--- src/rtl/lam_pkg.sv ---
// constants, register map and carrier types of the life alarm monitor
package lam_pkg;
  // timing
  localparam int unsigned CLOCK_HZ          = 32'h017D_7840;
  localparam int unsigned DC_APPLY_TIME_MS  = 32'h0000_03E8;
  localparam int unsigned DC_APPLY_CYCLES   = CLOCK_HZ / 32'h0000_03E8 * DC_APPLY_TIME_MS;
  // life figures
  localparam logic [6:0]  LIFE_FULL         = 7'h64;
  localparam logic [6:0]  INRUSH_ALARM_PCT  = 7'h0A;
  localparam logic [6:0]  CTRL_ALARM_PCT    = 7'h0A;
  localparam logic [6:0]  MAIN_ALARM_PCT    = 7'h55;
  localparam logic [13:0] CLOSURES_PER_PCT  = 14'h2710;
  localparam logic [15:0] CTRL_WEAR_UNIT    = 16'h1000;
  localparam int unsigned TEMP_SHIFT        = 32'h0000_0004;
  // status word bit positions, and bit 4 of the interrupt registers for measurement end
  localparam int unsigned BIT_CTRL          = 32'h0000_0000;
  localparam int unsigned BIT_MAIN          = 32'h0000_0001;
  localparam int unsigned BIT_FAN           = 32'h0000_0002;
  localparam int unsigned BIT_INRUSH        = 32'h0000_0003;
  localparam int unsigned BIT_MEAS_END      = 32'h0000_0004;
  // measurement state codes seen by software
  localparam logic [3:0]  CODE_IDLE         = 4'h0;
  localparam logic [3:0]  CODE_ARMED        = 4'h1;
  localparam logic [3:0]  CODE_RUN          = 4'h2;
  localparam logic [3:0]  CODE_DONE         = 4'h3;
  localparam logic [3:0]  CODE_FORCED       = 4'h8;
  localparam logic [3:0]  CODE_ERROR        = 4'h9;
  // terminal function selections and number of terminals
  localparam logic [7:0]  SEL_SOURCE        = 8'h5A;
  localparam logic [7:0]  SEL_SINK          = 8'hBE;
  localparam int unsigned TERMINALS         = 32'h0000_0003;
  // register byte addresses and bus response codes
  localparam logic [7:0]  ADDR_STATUS       = 8'h00;
  localparam logic [7:0]  ADDR_INRUSH       = 8'h04;
  localparam logic [7:0]  ADDR_CTRL_CAP     = 8'h08;
  localparam logic [7:0]  ADDR_MAIN_CAP     = 8'h0C;
  localparam logic [7:0]  ADDR_MEASURE      = 8'h10;
  localparam logic [7:0]  ADDR_TERM_SEL     = 8'h14;
  localparam logic [7:0]  ADDR_IRQ_STATUS   = 8'h18;
  localparam logic [7:0]  ADDR_IRQ_ENABLE   = 8'h1C;
  localparam logic [7:0]  ADDR_IRQ_CLEAR    = 8'h20;
  localparam logic [1:0]  RESP_OKAY         = 2'h0;
  localparam logic [1:0]  RESP_SLVERR       = 2'h2;

  typedef enum logic [2:0] {MEAS_IDLE, MEAS_ARMED, MEAS_RUN, MEAS_DONE, MEAS_FORCED, MEAS_ERROR} lam_meas_type;

  // pins from the drive, all asynchronous to clock
  typedef struct packed {
    logic inrushContact;
    logic powerPresent;
    logic fanFault;
    logic outputShutoff;
    logic startCmd;
    logic driveAlarm;
    logic motorConnected;
  } lam_pins_type;
endpackage

--- src/rtl/lam_top.sv ---
// parts-life supervision with life alarm, capacitor measurement and AXI4-Lite registers
//
// Decided for this implementation: the placing of the registers and the AXI4-Lite slave port.
`timescale 1ns/1ns
// Function
// - keep 4-bit status: bit3 inrush, bit2 fan, bit1 main cap, bit0 control cap.
// - life alarm output is the OR of the four status bits.
// - terminals selecting 90 get alarm true-high, 190 get it inverted.
// - count inrush closures; life drops one percent per 10,000 closures from 100.
// - inrush life at 10 percent sets status bit 3 and the alarm.
// - control capacitor life falls from 100 with energized time and heatsink temperature.
// - control capacitor life below 10 percent sets status bit 0 and the alarm.
// - completed measurement updates main capacitor life as percent of shipment capacitance.
// - main capacitor life at or below 85 percent sets bit 1 and alarm.
// - measurement codes 0 idle, 1 armed, 2 measuring, 3 done, 8 forced, 9 error.
// - host writes of code 2 are refused; only the device shows it.
// - armed measurement applies DC to the motor for 1 s after power-off.
// - disturbed measurement ends at 8 or 9, or stays at 1.
// - inrush, control and main life figures read 0 to 100, starting at 100.
module lam_top #(
  parameter int unsigned DC_APPLY_CYCLES = lam_pkg::DC_APPLY_CYCLES
) (
  // clock and reset
  input  wire logic                 clock,
  input  wire logic                 rst,
  // AXI4-Lite slave
  input  wire logic [7:0]           s_axi_awaddr,
  input  wire logic                 s_axi_awvalid,
  output logic                      s_axi_awready,
  input  wire logic [31:0]          s_axi_wdata,
  input  wire logic [3:0]           s_axi_wstrb,
  input  wire logic                 s_axi_wvalid,
  output logic                      s_axi_wready,
  output logic [1:0]                s_axi_bresp,
  output logic                      s_axi_bvalid,
  input  wire logic                 s_axi_bready,
  input  wire logic [7:0]           s_axi_araddr,
  input  wire logic                 s_axi_arvalid,
  output logic                      s_axi_arready,
  output logic [31:0]               s_axi_rdata,
  output logic [1:0]                s_axi_rresp,
  output logic                      s_axi_rvalid,
  input  wire logic                 s_axi_rready,
  // drive pins and on-clock sensors
  input  wire lam_pkg::lam_pins_type pinsAsync,
  input  wire logic [7:0]           heatsinkTemp,
  input  wire logic                 energizeTick,
  input  wire logic [6:0]           capMeasPercent,
  // outputs
  output logic                      lifeAlarmOutput,
  output logic [2:0]                terminalOut,
  output logic                      dcInjectEnable,
  output logic                      irq
);

  function automatic logic addrKnown(input logic [7:0] a);
    addrKnown = (a <= lam_pkg::ADDR_IRQ_CLEAR) && (a[1:0] == 2'h0);
  endfunction

  function automatic logic [3:0] stateCode(input lam_pkg::lam_meas_type s);
    case (s)
      lam_pkg::MEAS_ARMED:  stateCode = lam_pkg::CODE_ARMED;
      lam_pkg::MEAS_RUN:    stateCode = lam_pkg::CODE_RUN;
      lam_pkg::MEAS_DONE:   stateCode = lam_pkg::CODE_DONE;
      lam_pkg::MEAS_FORCED: stateCode = lam_pkg::CODE_FORCED;
      lam_pkg::MEAS_ERROR:  stateCode = lam_pkg::CODE_ERROR;
      default:              stateCode = lam_pkg::CODE_IDLE;
    endcase
  endfunction

  // synchronisers: first stage feeds only the second
  lam_pkg::lam_pins_type pinsMeta, pins, pinsLast;
  always_ff @(posedge clock or posedge rst) begin
    if (rst) begin
      pinsMeta <= '0;
      pins     <= '0;
      pinsLast <= '0;
    end else begin
      pinsMeta <= pinsAsync;
      pins     <= pinsMeta;
      pinsLast <= pins;
    end
  end

  logic closureRise, powerFall;
  assign closureRise = pins.inrushContact && !pinsLast.inrushContact;
  assign powerFall   = !pins.powerPresent && pinsLast.powerPresent;

  // ---------------- bus state ----------------
  logic        awHeld, wHeld, next_awHeld, next_wHeld;
  logic [7:0]  awAddr, next_awAddr;
  logic [31:0] wData, next_wData;
  logic [3:0]  wStrb, next_wStrb;
  logic        next_awready, next_wready, next_bvalid, next_arready, next_rvalid;
  logic [1:0]  next_bresp, next_rresp;
  logic [31:0] next_rdata;
  logic        doWrite;

  // ---------------- block state ----------------
  logic [6:0]  inrushLife, ctrlLife, mainLife, next_inrushLife, next_ctrlLife, next_mainLife;
  logic [13:0] closureCount, next_closureCount;
  logic [15:0] wearAcc, next_wearAcc;
  logic [3:0]  statusWord, next_statusWord;
  lam_pkg::lam_meas_type meas, next_meas;
  logic [31:0] dcCount, next_dcCount;
  logic [7:0]  termSel [lam_pkg::TERMINALS];
  logic [7:0]  next_termSel [lam_pkg::TERMINALS];
  logic [4:0]  irqStatus, irqEnable, next_irqStatus, next_irqEnable, irqEvents, irqClear;
  logic        next_alarm, next_irq, next_dcInject;
  logic [2:0]  next_terminalOut;
  logic [15:0] wearStep;

  always_comb begin
    next_awHeld  = awHeld;
    next_wHeld   = wHeld;
    next_awAddr  = awAddr;
    next_wData   = wData;
    next_wStrb   = wStrb;
    next_bvalid  = s_axi_bvalid;
    next_bresp   = s_axi_bresp;
    next_rvalid  = s_axi_rvalid;
    next_rdata   = s_axi_rdata;
    next_rresp   = s_axi_rresp;
    if (s_axi_awvalid && s_axi_awready) begin
      next_awHeld = 1'b1;
      next_awAddr = s_axi_awaddr;
    end
    if (s_axi_wvalid && s_axi_wready) begin
      next_wHeld = 1'b1;
      next_wData = s_axi_wdata;
      next_wStrb = s_axi_wstrb;
    end
    if (s_axi_bvalid && s_axi_bready) begin
      next_bvalid = 1'b0;
    end
    doWrite = awHeld && wHeld && !s_axi_bvalid;
    if (doWrite) begin
      next_awHeld = 1'b0;
      next_wHeld  = 1'b0;
      next_bvalid = 1'b1;
      next_bresp  = addrKnown(awAddr) ? lam_pkg::RESP_OKAY : lam_pkg::RESP_SLVERR;
    end
    if (s_axi_rvalid && s_axi_rready) begin
      next_rvalid = 1'b0;
    end
    if (s_axi_arvalid && s_axi_arready) begin
      next_rvalid = 1'b1;
      next_rresp  = addrKnown(s_axi_araddr) ? lam_pkg::RESP_OKAY : lam_pkg::RESP_SLVERR;
      case (s_axi_araddr)
        lam_pkg::ADDR_STATUS:     next_rdata = {28'h000_0000, statusWord};
        lam_pkg::ADDR_INRUSH:     next_rdata = {25'h000_0000, inrushLife};
        lam_pkg::ADDR_CTRL_CAP:   next_rdata = {25'h000_0000, ctrlLife};
        lam_pkg::ADDR_MAIN_CAP:   next_rdata = {25'h000_0000, mainLife};
        lam_pkg::ADDR_MEASURE:    next_rdata = {28'h000_0000, stateCode(meas)};
        lam_pkg::ADDR_TERM_SEL:   next_rdata = {8'h00, termSel[2], termSel[1], termSel[0]};
        lam_pkg::ADDR_IRQ_STATUS: next_rdata = {27'h000_0000, irqStatus};
        lam_pkg::ADDR_IRQ_ENABLE: next_rdata = {27'h000_0000, irqEnable};
        default:                  next_rdata = 32'h0000_0000;
      endcase
    end
    next_awready = !next_awHeld;
    next_wready  = !next_wHeld;
    next_arready = !next_rvalid;
  end

  // ---------------- life figures, measurement, status ----------------
  always_comb begin
    next_inrushLife   = inrushLife;
    next_closureCount = closureCount;
    next_ctrlLife     = ctrlLife;
    next_wearAcc      = wearAcc;
    next_mainLife     = mainLife;
    next_meas         = meas;
    next_dcCount      = dcCount;
    next_termSel      = termSel;
    next_irqEnable    = irqEnable;
    irqClear          = 5'h00;
    wearStep          = 16'h0001 + 16'(heatsinkTemp >> lam_pkg::TEMP_SHIFT);
    // inrush closures, held at zero life
    if (closureRise && inrushLife != 7'h00) begin
      if (closureCount == lam_pkg::CLOSURES_PER_PCT - 14'h0001) begin
        next_closureCount = 14'h0000;
        next_inrushLife   = inrushLife - 7'h01;
      end else begin
        next_closureCount = closureCount + 14'h0001;
      end
    end
    // hotter heatsink ages the capacitor faster per energized tick
    if (energizeTick && ctrlLife != 7'h00) begin
      if (wearAcc + wearStep >= lam_pkg::CTRL_WEAR_UNIT) begin
        next_wearAcc  = wearAcc + wearStep - lam_pkg::CTRL_WEAR_UNIT;
        next_ctrlLife = ctrlLife - 7'h01;
      end else begin
        next_wearAcc = wearAcc + wearStep;
      end
    end
    case (meas)
      lam_pkg::MEAS_ARMED: begin
        // motor missing at power-off: stay armed, no DC applied
        if (powerFall && pins.motorConnected) begin
          next_dcCount = 32'h0000_0000;
          next_meas    = pins.driveAlarm ? lam_pkg::MEAS_ERROR : lam_pkg::MEAS_RUN;
        end
      end
      lam_pkg::MEAS_RUN: begin
        if (pins.powerPresent || pins.startCmd || pins.outputShutoff) begin
          next_meas = lam_pkg::MEAS_FORCED;
        end else if (pins.driveAlarm || !pins.motorConnected) begin
          next_meas = lam_pkg::MEAS_ERROR;
        end else if (dcCount == DC_APPLY_CYCLES - 1) begin
          next_meas     = lam_pkg::MEAS_DONE;
          next_mainLife = (capMeasPercent > lam_pkg::LIFE_FULL) ? lam_pkg::LIFE_FULL : capMeasPercent;
        end else begin
          next_dcCount = dcCount + 32'h0000_0001;
        end
      end
      lam_pkg::MEAS_IDLE, lam_pkg::MEAS_DONE, lam_pkg::MEAS_FORCED, lam_pkg::MEAS_ERROR: begin
        next_meas = meas;
      end
      default: next_meas = lam_pkg::MEAS_IDLE;
    endcase
    if (doWrite && addrKnown(awAddr)) begin
      case (awAddr)
        lam_pkg::ADDR_MEASURE: begin
          // only idle and start may be written; restart allowed even while stuck at 2
          if (wStrb[0] && wData[3:0] == lam_pkg::CODE_ARMED) begin
            next_meas = lam_pkg::MEAS_ARMED;
          end else if (wStrb[0] && wData[3:0] == lam_pkg::CODE_IDLE) begin
            next_meas = lam_pkg::MEAS_IDLE;
          end
        end
        lam_pkg::ADDR_TERM_SEL: begin
          for (int i = 0; i < lam_pkg::TERMINALS; i++) begin
            if (wStrb[i]) next_termSel[i] = wData[8*i +: 8];
          end
        end
        lam_pkg::ADDR_IRQ_ENABLE: if (wStrb[0]) next_irqEnable = wData[4:0];
        lam_pkg::ADDR_IRQ_CLEAR:  if (wStrb[0]) irqClear = wData[4:0];
        default: irqClear = 5'h00;
      endcase
    end
    next_dcInject = (next_meas == lam_pkg::MEAS_RUN);
    next_statusWord[lam_pkg::BIT_INRUSH] = next_inrushLife <= lam_pkg::INRUSH_ALARM_PCT;
    next_statusWord[lam_pkg::BIT_FAN]    = pins.fanFault;
    next_statusWord[lam_pkg::BIT_MAIN]   = next_mainLife <= lam_pkg::MAIN_ALARM_PCT;
    next_statusWord[lam_pkg::BIT_CTRL]   = next_ctrlLife < lam_pkg::CTRL_ALARM_PCT;
    next_alarm = |next_statusWord;
    for (int i = 0; i < lam_pkg::TERMINALS; i++) begin
      next_terminalOut[i] = (termSel[i] == lam_pkg::SEL_SOURCE) ? next_alarm :
                            (termSel[i] == lam_pkg::SEL_SINK) ? !next_alarm : 1'b0;
    end
    irqEvents = {(meas == lam_pkg::MEAS_RUN) && (next_meas != lam_pkg::MEAS_RUN),
                 next_statusWord & ~statusWord};
    // an event in the clearing cycle survives the clear
    next_irqStatus = (irqStatus & ~irqClear) | irqEvents;
    next_irq       = |(next_irqStatus & next_irqEnable);
  end

  always_ff @(posedge clock or posedge rst) begin
    if (rst) begin
      awHeld          <= 1'b0;
      wHeld           <= 1'b0;
      awAddr          <= 8'h00;
      wData           <= 32'h0000_0000;
      wStrb           <= 4'h0;
      s_axi_awready   <= 1'b0;
      s_axi_wready    <= 1'b0;
      s_axi_bvalid    <= 1'b0;
      s_axi_bresp     <= lam_pkg::RESP_OKAY;
      s_axi_arready   <= 1'b0;
      s_axi_rvalid    <= 1'b0;
      s_axi_rdata     <= 32'h0000_0000;
      s_axi_rresp     <= lam_pkg::RESP_OKAY;
      inrushLife      <= lam_pkg::LIFE_FULL;
      ctrlLife        <= lam_pkg::LIFE_FULL;
      mainLife        <= lam_pkg::LIFE_FULL;
      closureCount    <= 14'h0000;
      wearAcc         <= 16'h0000;
      statusWord      <= 4'h0;
      meas            <= lam_pkg::MEAS_IDLE;
      dcCount         <= 32'h0000_0000;
      termSel         <= '{default: 8'h00};
      irqStatus       <= 5'h00;
      irqEnable       <= 5'h00;
      lifeAlarmOutput <= 1'b0;
      terminalOut     <= 3'h0;
      dcInjectEnable  <= 1'b0;
      irq             <= 1'b0;
    end else begin
      awHeld          <= next_awHeld;
      wHeld           <= next_wHeld;
      awAddr          <= next_awAddr;
      wData           <= next_wData;
      wStrb           <= next_wStrb;
      s_axi_awready   <= next_awready;
      s_axi_wready    <= next_wready;
      s_axi_bvalid    <= next_bvalid;
      s_axi_bresp     <= next_bresp;
      s_axi_arready   <= next_arready;
      s_axi_rvalid    <= next_rvalid;
      s_axi_rdata     <= next_rdata;
      s_axi_rresp     <= next_rresp;
      inrushLife      <= next_inrushLife;
      ctrlLife        <= next_ctrlLife;
      mainLife        <= next_mainLife;
      closureCount    <= next_closureCount;
      wearAcc         <= next_wearAcc;
      statusWord      <= next_statusWord;
      meas            <= next_meas;
      dcCount         <= next_dcCount;
      termSel         <= next_termSel;
      irqStatus       <= next_irqStatus;
      irqEnable       <= next_irqEnable;
      lifeAlarmOutput <= next_alarm;
      terminalOut     <= next_terminalOut;
      dcInjectEnable  <= next_dcInject;
      irq             <= next_irq;
    end
  end

  // ---------------- assertions ----------------
  a_alarm_is_or: assert property (@(posedge clock) disable iff (rst)
    lifeAlarmOutput == |statusWord) else $error("alarm output differs from OR of status");
  a_inrush_bit_set: assert property (@(posedge clock) disable iff (rst)
    statusWord[lam_pkg::BIT_INRUSH] == (inrushLife <= lam_pkg::INRUSH_ALARM_PCT)) else $error("inrush status bit wrong");
  a_ctrl_bit_set: assert property (@(posedge clock) disable iff (rst)
    (ctrlLife == 7'h0A && $past(ctrlLife) == 7'h0B) |-> !statusWord[0]) else $error("ctrl bit set at 10");
  a_main_bit_set: assert property (@(posedge clock) disable iff (rst)
    $changed(mainLife) |-> statusWord[lam_pkg::BIT_MAIN] == (mainLife <= lam_pkg::MAIN_ALARM_PCT)) else $error("main cap bit wrong");
  a_inrush_step: assert property (@(posedge clock) disable iff (rst)
    (closureRise && closureCount == lam_pkg::CLOSURES_PER_PCT - 14'h0001 && inrushLife != 7'h00)
    |=> inrushLife == $past(inrushLife) - 7'h01)
    else $error("inrush life did not drop after 10000 closures");
  a_life_floor: assert property (@(posedge clock) disable iff (rst)
    (inrushLife == 7'h00) |=> (inrushLife == 7'h00)[*2]) else $error("inrush life wrapped");
  a_code_two_refused: assert property (@(posedge clock) disable iff (rst)
    (doWrite && awAddr == lam_pkg::ADDR_MEASURE && wData[3:0] == lam_pkg::CODE_RUN && meas == lam_pkg::MEAS_IDLE)
    |=> meas == lam_pkg::MEAS_IDLE) else $error("code 2 was accepted from host");
  a_dc_full_time: assert property (@(posedge clock) disable iff (rst)
    $rose(meas == lam_pkg::MEAS_DONE) |-> $past(dcCount) == DC_APPLY_CYCLES - 1 && $past(dcInjectEnable))
    else $error("measurement finished without full DC time");
  a_sink_polarity: assert property (@(posedge clock) disable iff (rst)
    (termSel[0] == lam_pkg::SEL_SINK && $stable(termSel[0])) |-> terminalOut[0] == !lifeAlarmOutput)
    else $error("sink terminal polarity wrong");
  a_meas_disturbed: assert property (@(posedge clock) disable iff (rst)
    (meas == lam_pkg::MEAS_RUN && pins.startCmd) |=> meas == lam_pkg::MEAS_FORCED)
    else $error("start command did not force end");

endmodule // lam_top
--- config.mk ---
export PLATFORM = sky130hd
export DESIGN_NAME = lam_top
export DESIGN_NICKNAME = d
export VERILOG_FILES = /design/src/rtl/lam_pkg.sv /design/src/rtl/lam_top.sv
export SDC_FILE = /design/constraint.sdc
export NUM_CORES = 1
export LEC_CHECK = 0
export CAP_MARGIN = 25
export CORE_ASPECT_RATIO = 0.75
export CORE_MARGIN = 2
export CORE_UTILIZATION = 45
export DETAILED_ROUTE_END_ITERATION = 16
export DONT_BUFFER_PORTS = 1
export PLACE_DENSITY_LB_ADDON = 0.1
export SYNTH_ARGS = -nofsm -noshare
export SYNTH_HDL_FRONTEND = slang
export SYNTH_SLANG_ARGS = --single-unit
--- constraint.sdc ---
create_clock -name clock -period 7.9 [get_ports clock]
set_clock_uncertainty 0.05 [all_clocks]
set_input_delay 0.79 -clock clock [delete_from_list [all_inputs] [get_ports clock]]
set_output_delay 0.79 -clock clock [all_outputs]
set_load 0.005 [all_outputs]
### Word-level counts from Yosys, hierarchy flattened

Index checks and enable logic that the tools add are counted.

* add/sub/neg operators: 7
* magnitude comparators: 7
* equal/unequal tests: 31
* muxes and demuxes: 50
* bitwise logic cells: 6
* reductions and logical operators: 45

Operators by type and width (number)
* case mux 24 bit (8 select lines): 1
* two-way mux 32 bit: 4
* case mux 32 bit (2 select lines): 1
* two-way mux 7 bit: 9
* == test 8 x 5 -> 1 bit (second input constant): 7
* adder 32 x 1 -> 32 bit (second input constant): 1
* == test 32 x 25 -> 1 bit (second input constant): 1
* two-way mux 5 bit: 6
* two-way mux 3 bit: 9
* == test 8 x 7 -> 1 bit (second input constant): 3
* == test 8 bit (second input constant): 3
* case mux 4 bit (5 select lines): 1
* logical AND 1 bit: 18
* adder 16 x 5 -> 16 bit: 1
* == test 8 x 4 -> 1 bit (second input constant): 2
* >= comparator 16 x 13 -> 1 bit (second input constant): 1
* less-or-equal comparator 8 x 6 -> 1 bit (second input constant): 2
* two-way mux 16 bit: 1
* subtractor 16 x 13 -> 16 bit (second input constant): 1
* adder 14 x 1 -> 14 bit (second input constant): 1
* == test 14 bit (second input constant): 1
* two-way mux 1 bit: 14
* two-way mux 14 bit: 1
* nonzero test 7 bit: 2
* 32 further kinds: 55

* register bits after elaboration: 224
* bits of input ports: 82
* output and inout port bits: 47
* logic and storage cells: 192

### Depth between registers and ports, before layout

Gate-level depths: netlist (run 1).

* depth after elaboration: 14
* mapped depth: 18
* depth with buffers taken out: 17

### Least setup slack after synthesis (run 1)

OpenSTA, ideal clock, no wires.

* path type: input-to-reg
* start: input heatsinkTemp[4]
* end: register terminalOut[2]
* data arrival time: 3911 ps
* path slack: 3865 ps
* stages on the path: 16
* path buffers: 0
* cell sequence: inv_1 ha_1 fa_1 nor2b_1 o221a_2 nand3_4 xnor2_1 ha_1 nand4_1 a211oi_1 nand4_1 a21oi_2 mux2_4 a31oi_4 nand4_1 a21oi_2

* longest elaborated chain between the ends: 10

RTL lines
* start: declaration: line lam_top.sv:46 `input wire logic [7:0] heatsinkTemp,`
* adder 1 x 4 -> 5 bit (*): line lam_top.sv:178 `wearStep = 16'h0001 + 16'(heatsinkTemp >> lam_pkg::TEMP_SHIFT);`
* adder 16 x 5 -> 16 bit (*): line lam_top.sv:190 `if (wearAcc + wearStep >= lam_pkg::CTRL_WEAR_UNIT) begin`
* >= comparator 16 x 13 -> 1 bit (*): line lam_top.sv:190
* two-way mux 7 bit (*): line lam_top.sv:190
* two-way mux 7 bit (*): line lam_top.sv:189 `if (energizeTick && ctrlLife != 7'h00) begin`
* less-than comparator 7 x 4 -> 1 bit (*): line lam_top.sv:246 `next_statusWord[lam_pkg::BIT_CTRL] = next_ctrlLife < lam_pkg::CTRL_ALARM_PCT;`
* OR reduction 4 bit (*): line lam_top.sv:247 `next_alarm = |next_statusWord;`
* zero test 1 bit: line lam_top.sv:250 `(termSel[i] == lam_pkg::SEL_SINK) ? !next_alarm : 1'b0;`
* two-way mux 1 bit: line lam_top.sv:250
* two-way mux 1 bit (*): line lam_top.sv:249 `next_terminalOut[i] = (termSel[i] == lam_pkg::SEL_SOURCE) ? next_alarm :`
* via next_terminalOut[2]: line lam_top.sv:110 `logic [2:0] next_terminalOut;`
* end signal: assignment: line lam_top.sv:315 `terminalOut <= next_terminalOut;`
* end: declaration: line lam_top.sv:51 `output logic [2:0] terminalOut,`

Mark *: on every way through the listed nets, which the timed path passes. The rest lies on a longest branch.
A chain may end at the register's enable or synchronous reset.

### Final worst setup path (run 1)

* start: register wearAcc[0]
* end: register terminalOut[2]

* longest elaborated chain between the ends: 9

RTL lines
* start: declaration: line lam_top.sv:102 `logic [15:0] wearAcc, next_wearAcc;`
* start signal: assignment: line lam_top.sv:307 `wearAcc <= next_wearAcc;`
* adder 16 x 5 -> 16 bit (*): line lam_top.sv:190
* >= comparator 16 x 13 -> 1 bit (*): line lam_top.sv:190
* two-way mux 7 bit (*): line lam_top.sv:190
* two-way mux 7 bit (*): line lam_top.sv:189
* less-than comparator 7 x 4 -> 1 bit (*): line lam_top.sv:246
* OR reduction 4 bit (*): line lam_top.sv:247
* zero test 1 bit: line lam_top.sv:250
* two-way mux 1 bit: line lam_top.sv:250
* two-way mux 1 bit (*): line lam_top.sv:249
* via next_terminalOut[2]: line lam_top.sv:110

Marked as above.

==> reports/metrics.cfg, run 1 <==
[run_status]
outcome=complete, no violations

[grt]
grt.total_usage=0.1909
grt_pass1_wl_um=36290
first_global_vias=6595
overflow=0
antenna_found_initial=2
grt_max_degree=137

[drt]
dr.pass1.iters=5
viasPerCell=5.435
drc=0
wirelength_um=22110
wl_per_cell_um=17.66
drt_iter0_drc=450
route.vias.total=6805
ant_nets=0

[clock_tree]
cts_resized=0
clock_path_buffers=3
cts_sinks=214
cts_setup_buffers=0
path_clk_slew_ns=0.06
ctsHtreeMaxLevel=1
cts_tree=built
clk_latency_ns=0.52
cts-root-buf=clkbuf_16
cts-hold-fix-buffers=0
cts_buffers=23

[floorplan]
fp.dieH_um=133.7
die_x_um=177.0
num_rows=47
dieArea_um2=23660
start_util=0.4579
ioPinCount=129
fp.coreArea_um2=22050

[finish]
finalInstanceArea_um2=11150
syn_to_final_growth_pct=10.40
fillCellCount=2024
final_util=0.5055
drive_gt1_frac=0.1546
final_nets=1036

[synth]
seq_area_frac_synth=0.5315
synth_top_cell_area_share=0.5081
ys_ff_latch=214
synth_area_um2=10100
yosysTopAreaCell=dfrtp_1
syn_avg_cell_area_um2=10.79
synth_edf_count=0
async_flop_share=1.000
synth.most_common_cell=dfrtp_1
synthTopCellsByArea=dfrtp_1, mux2_2, nand2_1
ys_types=84
synthTopCellsByCount=dfrtp_1, nand2_1, nor2_1
ys_warn_count=0
synthFlopType=dfrtp_1
synthCells=936

[placement]
dpl-instance-area_um2=10360
globalplace.congestion=0.8272
detailed_place_hpwl_um=15610
port_buffers=0

[setup_path]
cp-start-kind=register
rr_startpoint=wearAcc[0]
worstSetupEndpoint=terminalOut[2]
rr_endpoint=terminalOut[2]
arrival_ns=4.52
crit_fanout=7
r2r_cells=16
critPathLaunch=wearAcc[0]
timing_worst_setup_path_type=reg2reg
required_ns=8.29
r2r_slack_ns=3.77
crit_path_end_kind=register

[power_and_ir_drop]
p_leak_nw=4.907
ir_drop_uv=182.6
p_per_area_nw_per_um2=253.1

[sta]
final.min_clock_period_ns=4.132
finalHoldViolCount=0
setup-violations-final=0
max_freq_ghz=0.2420
slew_viol_final=0
tns_ns=0
grt_setup_unrepaired=false
worst_slew_pin_slew_ns=0.9030
fin_crit_sh=0.5231
relSlewSlack=0.3965

[worst_hold_path]
hp-class=in2reg

[flow_run]
cap_viol_max_count=0

## sequential cells by signal, indices dropped and copies added (netlist names), 6 cells and up
signal,cells
inrushLife,7
mainLife,7
s_axi_rdata,24
ctrlLife,7
pins,6
wData,24
termSel,24
closureCount,14
awAddr,8
dcCount,32
wearAcc,16
pinsMeta,7
## power breakdown
part | leakage (nW) | internal, mW | switching [mW] | total [mW]
logic | 1.82 | 0.194 | 0.201 | 0.394
registers | 2.73 | 1.25 | 0.142 | 1.39
clock network | 0.359 | 0.600 | 0.437 | 1.04
total | 4.91 | 2.04 | 0.780 | 2.82
## worst min path at each step
stage	depth (start not counted)	end	slack, ns	start
after floorplan	0	next_statusWord[2]	0.28	pinsMeta[4]
after global routing	0	pinsMeta[6]	0.22	pinsAsync[6]
after CTS	0	pinsMeta[6]	0.23	pinsAsync[6]
after global placement	0	pins[5]	0.28	pinsMeta[5]
after detailed placement	0	next_statusWord[2]	0.28	pinsMeta[4]
final	0	pinsMeta[4]	0.25	pinsAsync[4]
## kinds of logic after synthesis
logic type | after synthesis | share of synthesized area
buffers and inverters | 76 | 0.03383
adders and majority gates | 13 | 0.01685
AOI/OAI and AO/OA | 131 | 0.09430
DFF | 214 | 0.5315
xor gates and xnor gates | 60 | 0.05204
and+or+nand+nor | 368 | 0.1893
other | 1 | 0.0003714
muxes | 73 | 0.08178
## per-layer routing
| metal | global-route usage | vias up | share of wire |
|---|---|---|---|
| li1 | - | 3311 | - |
| met1 | 0.3062 | 3305 | 0.52 |
| met2 | 0.2568 | 153 | 0.39 |
| met4 | 0.03949 | 2 | 0.017 |
| met3 | 0.04709 | 34 | 0.067 |
| met5 | 0 | - | 0.00059 |
## layout make-up
cell class | count | area [um^2] | share of cell area
clock inverters | 10 | 87.58 | 0.007857
diodes | 1 | 2.502 | 0.0002245
multi-input cells | 655 | 4428 | 0.3972
inverters | 39 | 158.9 | 0.01426
clock buffers | 31 | 635.6 | 0.05702
flip-flops and latches | 214 | 5366 | 0.4814
well taps | 294 | 367.9 | 0.03300
repair buffers | 8 | 100.1 | 0.008980
## metrics by stage
| step | std cells | hold slack, ns | setup WS [ns] | power [mW] |
|---|---|---|---|---|
| global placement | 1206 | 0.2818 | 3.362 | 1.794 |
| global route | 1251 | 0.2243 | 3.409 | 2.975 |
| CTS | 1248 | 0.2298 | 3.775 | 2.859 |
| finish | 1252 | 0.2492 | 3.768 | 2.821 |
| floorplan | 945 | 0.2812 | 1.224 | 1.696 |
| detailed placement | 1207 | 0.2847 | 3.338 | 1.804 |
## cell usage in the layout (no fill, tap or decap), types with 14 or more instances in the layout
cell type and instances:
dfrtp_1 205, nand2_1 122, nor2_1 70, mux2_2 60
nand3_1 49, inv_1 36, o21ai_0 33, xor2_1 31
xnor2_1 29, a21oi_1 23, clkbuf_16 23, nand4_1 19
nor3_1 16, or3_1 14
## worst max-delay path, cell delays in order, from the launching register on
cell and delay (ns):
dfrtp_1 0.34, inv_1 0.05, ha_1 0.19, fa_1 0.40, nor2b_1 0.21, o221a_2 0.31, nand3_4 0.15, xnor2_1 0.22
ha_1 0.18, nand4_1 0.09, a211oi_1 0.23, nand4_1 0.27, a21oi_2 0.43, mux2_4 0.36, a31oi_4 0.29, nand4_1 0.15
a21oi_2 0.14
No activity file was read; power rests on OpenSTA's default activity.
==> run 2, diff against run 1 <==
--- a/config.mk
+++ b/config.mk
@@ -5,6 +5,7 @@
 export SDC_FILE = /design/constraint.sdc
 export NUM_CORES = 1
 export LEC_CHECK = 0
+export ABC_AREA = 1
 export CAP_MARGIN = 25
 export CORE_ASPECT_RATIO = 0.75
 export CORE_MARGIN = 2
==> constraint.sdc (replaced) <==
create_clock -name clock -period 4.15 [get_ports clock]
set_clock_uncertainty 0.05 [all_clocks]
set_input_delay 0.415 -clock clock [delete_from_list [all_inputs] [get_ports clock]]
set_output_delay 0.415 -clock clock [all_outputs]
set_load 0.005 [all_outputs]
==> run 2 against run 1 <==
  * Combinational power grew to 3.4 times the previous value
  * Sequential power grew 88%
  * Synthesized cell count up 40%
  * Highest routed layer is now met4
==> reports/metrics.cfg, run 2 <==
[finish]
finalNonFillerCells=1679
syn_to_final_growth_pct=13.80
drive_gt1_frac=0.08594
diodes=0
final_nets=1453
multi_input_area_um2=4537
final_cell_mix=nand2_1, dfrtp_1, inv_1
final-seq-area_um2=5366
top_register=dcCount
fillCellCount=2315
largest_reg_flops=32
final_common_cell=nand2_1

[setup_path]
cp-start-kind=register
timing_worst_setup_path_type=reg2reg
crit_top_cell=nand2_1
crit_path_end_kind=register
r2r_cells=27
crit_fanout=12
arrival_ns=4.02
required_ns=4.51
max_stage_delay_ns=0.39
slowest_stage=fa_1
rr_startpoint=wearAcc[0]
rr_endpoint=terminalOut[0]
r2r_slack_ns=0.49

[synth]
seq_area_frac_synth=0.4964
synth_edf_count=0
synthCells=1307
synth.most_common_cell=nand2_1
syn_avg_cell_area_um2=8.271
ys_warn_count=0
synthTopCellsByCount=nand2_1, dfrtp_1, inv_1
synth_area_um2=10810
async_flop_share=1.000
synth_top_cell_area_share=0.4745
synthTopCellsByArea=dfrtp_1, nand2_1, inv_1
ys_ff_latch=214
yosysTopAreaCell=dfrtp_1
synthFlopType=dfrtp_1
ys_types=57

[sta]
final.min_clock_period_ns=3.658
slew_viol_final=0
finalHoldViolCount=0
grt_setup_unrepaired=false
worst_slew_pin_slew_ns=0.8054
fin_ws_ns=0.4916
relSlewSlack=0.4618
max_freq_ghz=0.2733
fin_crit_sh=0.8815
tns_ns=0
setup-violations-final=0

[floorplan]
die_x_um=183.0
ioPinCount=129
num_rows=49
dieArea_um2=25290
fp.coreArea_um2=23790
fp.dieH_um=138.2
start_util=0.4544

[worst_hold_path]
hold-path-cell-count=2
hp-class=in2reg
hp-start=s_axi_wdata[2]
min_to=wData[2]

[clock_tree]
cts_buffers=23
cts_tree=built
clk_latency_ns=0.52
path_clk_slew_ns=0.06
cts_setup_buffers=0
ctsHtreeMaxLevel=1
cts-root-buf=clkbuf_16
cts_sinks=214
clock_path_buffers=3

[grt]
grt_max_degree=111
overflow=0
antenna_found_initial=0
use_met2=0.3014
first_global_vias=8366
grt_pass1_wl_um=44170
grt.total_usage=0.2131
grt-busiest-layer=met1
use_met1=0.3410
use_met3=0.04399

[drt]
wl_per_cell_um=15.52
dr.pass1.iters=5
route.vias.total=8665
ant_nets=0
drt_iter0_drc=593
wirelength_um=26060
viasPerCell=5.161
drc=0

[flow_run]
cap_viol_max_count=0

[power_and_ir_drop]
ir_drop_uv=361.4
p_per_area_nw_per_um2=478.2
p_leak_nw=5.586

[placement]
dp_slack_ns=0.3086
detailed_place_hpwl_um=19310
dp.cells=1595
port_buffers=0
globalplace.congestion=0.8550

[run_status]
outcome=complete, no violations

[run 2: changes by cell type in the layout (fill, tap and decap cells not counted), sizes merged, moves of 17 or more]
cell,delta
mux2,-68
xnor2,-25
o21ai,+91
dlygate4sd3,+43
inv,+158
nor3,+18
nor2,+17
nand2,+210
nand3,+21
nand4,+21
[run 2: logic make-up after synthesis]
family	Yosys count	share of synthesized area
buf+inv	237	0.08750
fa+ha+maj	13	0.01574
other cells	1	0.0003469
xor+xnor	28	0.02338
compound gates	208	0.1101
flops	214	0.4964
mux	8	0.007639
simple gates	598	0.2589
[run 2: timing repair]
item | CTS | global route
gates resized for setup | 0 | 1
endpoints found under the hold margin | 63 | 0
hold buffers | 44 | 0
endpoints found under the setup margin | 0 | 1
[run 2: worst max-delay path, delay by kind of cell (launching register included)]
| family | cells | cell delay [ns] |
|---|---|---|
| xor gates and xnor gates | 1 | 0.20 |
| DFF | 1 | 0.35 |
| and+or+nand+nor | 19 | 1.76 |
| buffers and inverters | 3 | 0.27 |
| AOI/OAI and AO/OA | 1 | 0.19 |
| adders and majority gates | 3 | 0.75 |
[run 2: worst max path at each step]
stage | startpoint | end | depth (start not counted)
floorplan | rst | awAddr[0] | 1
global placement | heatsinkTemp[4] | terminalOut[0] | 27
detailed placement | heatsinkTemp[4] | terminalOut[0] | 27
CTS | wearAcc[0] | terminalOut[0] | 27
global route | wearAcc[0] | terminalOut[1] | 28
finish | wearAcc[0] | terminalOut[0] | 27
[run 2: layout make-up]
cell class	instances	share of cell area
flip-flops and latches	214	0.4362
multi-input cells	865	0.3688
inverters	199	0.06103
clock buffers	35	0.05533
repair buffers	55	0.04516
well taps	306	0.03112
clock inverters	5	0.002339
[run 2: power by group]
| part | total (mW) | switching [mW] | leakage [nW] | internal [mW] |
|---|---|---|---|---|
| registers | 2.62 | 0.198 | 2.75 | 2.42 |
| logic | 1.32 | 0.873 | 2.48 | 0.444 |
| clock network | 1.95 | 0.823 | 0.354 | 1.13 |
[run 2: per-layer routing]
layer,wire [um],vias to the layer above
li1,-,4377
met4,317,0
met5,0,-
met1,13480,4073
met2,10690,188
met3,1574,27
[run 2: stage by stage]
stage	cell area (um^2)	utilization	hold slack [ns]	power, mW
after floorplan	10850	-	0.2812	3.602
after detailed placement	11150	0.4686	0.2847	3.936
after global routing	12300	0.5171	0.005683	6.287
after CTS	12300	0.5169	0.001391	5.942
after global placement	11120	0.4674	0.2825	3.892
final	12300	0.5171	0.01861	5.883
==> run 3, diff against run 2 <==
--- a/config.mk
+++ b/config.mk
@@ -13,6 +13,7 @@
 export DETAILED_ROUTE_END_ITERATION = 16
 export DONT_BUFFER_PORTS = 1
 export PLACE_DENSITY_LB_ADDON = 0.1
+export REMOVE_ABC_BUFFERS = 1
 export SYNTH_ARGS = -nofsm -noshare
 export SYNTH_HDL_FRONTEND = slang
 export SYNTH_SLANG_ARGS = --single-unit
==> run 3 against run 2 <==
  * Count of clock-buffer cells in the layout is 2 higher
  * Sequential power barely moved
  * Largest cell class unchanged
  * Die area unchanged
  * Critical endpoint is now terminalOut[1]
  * Highest routed layer unchanged
  * Hold slack better by 0.0016 ns
==> reports/metrics.cfg, run 3 (synthesis results as in run 2) <==
[run_status]
outcome=complete, no violations

[floorplan]
die_x_um=183.0
dieArea_um2=25290
fp.dieH_um=138.2
start_util=0.4544
fp.coreArea_um2=23790
num_rows=49
ioPinCount=129

[clock_tree]
path_clk_slew_ns=0.06
clock_path_buffers=3
ctsHtreeMaxLevel=1
cts_sinks=214
clk_latency_ns=0.53
cts_buffers=24
cts-root-buf=clkbuf_16
cts_tree=built

[setup_path]
arrival_ns=4.03
timing_worst_setup_path_type=reg2reg
rr_startpoint=wearAcc[0]
critPathLaunch=wearAcc[0]
r2r_slack_ns=0.49
crit_fanout=12
crit_path_end_kind=register
r2r_cells=27
cp-start-kind=register
rr_endpoint=terminalOut[1]
required_ns=4.52

[power_and_ir_drop]
p_leak_nw=5.609
power_frac_comb=0.213
switchingPower_mw=1.925
internal_power_mw=4.074
p_per_area_nw_per_um2=485.2
clock_power_share=0.350
ir_drop_uv=337.9
p_sw_frac=0.3208
seq_power_share=0.437
p_total_mw=5.999

[drt]
drt_iter0_drc=669
route.vias.total=8687
ant_nets=0
dr.pass1.iters=5
wirelength_um=26100
viasPerCell=5.168
wl_per_cell_um=15.53
drc=0

[sta]
worst_slew_pin_slew_ns=0.8754
grt_setup_unrepaired=false
final.min_clock_period_ns=3.660
relSlewSlack=0.4164
setup-violations-final=0
fin_ws_ns=0.4898
fin_crit_sh=0.8820
slew_viol_final=0
finalHoldViolCount=0
max_freq_ghz=0.2732

[placement]
port_buffers=0
dp.cells=1592
dp_slack_ns=0.3430
detailed_place_hpwl_um=18830
globalplace.congestion=0.8744

[grt]
first_global_vias=8241
overflow=0
grt.total_usage=0.2103
antenna_found_initial=0
grt_max_degree=124
grt_pass1_wl_um=43150

[flow_run]
cap_viol_max_count=0

[worst_hold_path]
hold-path-cell-count=2
hp-class=in2reg
min_to=wData[7]
hp-start=s_axi_wdata[7]

[finish]
final_nets=1453
fillCellCount=2315
drive_gt1_frac=0.08509
top_register=dcCount
finalNonFillerCells=1681
final_common_cell=nand2_1
final_cell_mix=nand2_1, dfrtp_1, inv_1
largest_reg_flops=32
diodes=0
syn_to_final_growth_pct=14.38

[run 3: cell types whose count changed in the layout (fill, tap and decap cells not counted), sizes merged]
cell         before  now
clkbuf           35   37
inv             198  199
bufinv            0    1
buf              11    8
dlygate4sd3      44   46
clkinvlp          1    0
[run 3: worst max-delay path by stage]
stage | endpoint
after floorplan | awAddr[0]
after global placement | terminalOut[1]
after detailed placement | terminalOut[1]
after CTS | terminalOut[1]
after global routing | terminalOut[1]
final | terminalOut[1]
[run 3: cell type report]
class                      instances  area, um^2  area share
clock buffer                      37       699.4     0.05657
clock inverter                     6       83.83    0.006780
inverter                         199       754.5     0.06102
multi-input combinational        865        4544      0.3675
sequential                       214        5366      0.4340
tap                              306       382.9     0.03097
timing repair buffer              54       533.0     0.04311
[run 3: power groups by stage]
stage | Sequential (mW) | Combinational (mW) | Clock (mW)
after floorplan | 2.60 | 0.982 | 0
after global placement | 2.64 | 1.22 | 0
after detailed placement | 2.65 | 1.24 | 0
after CTS | 2.62 | 1.29 | 2.15
after global routing | 2.66 | 1.50 | 2.24
final | 2.62 | 1.28 | 2.10
[run 3: through the flow]
step	util	cell area (um^2)	hold slack [ns]	setup TNS, ns
after global routing	0.5198	12360	0.01544	0
after CTS	0.5193	12350	0.001378	0
after detailed placement	0.4670	11110	0.2847	0
after global placement	0.4670	11110	0.2840	0
after floorplan	-	10650	0.2812	-445.55
final	0.5198	12360	0.02020	0
[run 3: metal layers]
metal,vias up,share of wire,global-route usage
li1,4372,-,-
met1,4075,0.52,0.3302
met2,204,0.41,0.2969
met3,36,0.055,0.04241
met4,0,0.020,0.05053
met5,-,0,0
[run 3: repair_timing]
action                                  4_1_cts  5_1_grt
hold endpoints to repair                    166        0
endpoints found under the setup margin        0        3
resized for setup                             0        2
hold buffers                                 46        0
setup buffers                                 0        0
[run 3: critical path, cell delays in order, from the launching register on]
cell	delay (ns)
dfrtp_1	0.34
inv_1	0.04
ha_1	0.21
fa_1	0.39
inv_1	0.12
nand2_2	0.09
nand2_4	0.09
nand3_1	0.08
xor2_1	0.19
inv_1	0.10
ha_1	0.19
nand3_1	0.08
nor2_1	0.10
nand3_1	0.08
nor2_1	0.09
nand2_1	0.07
nor2_2	0.10
nand3_2	0.12
nand2_4	0.16
nand2_1	0.14
o21ai_1	0.17
nand2_2	0.07
nand2_2	0.10
nand3_4	0.08
nand2_4	0.12
nand2_1	0.06
nand2_1	0.05
nor2_1	0.04
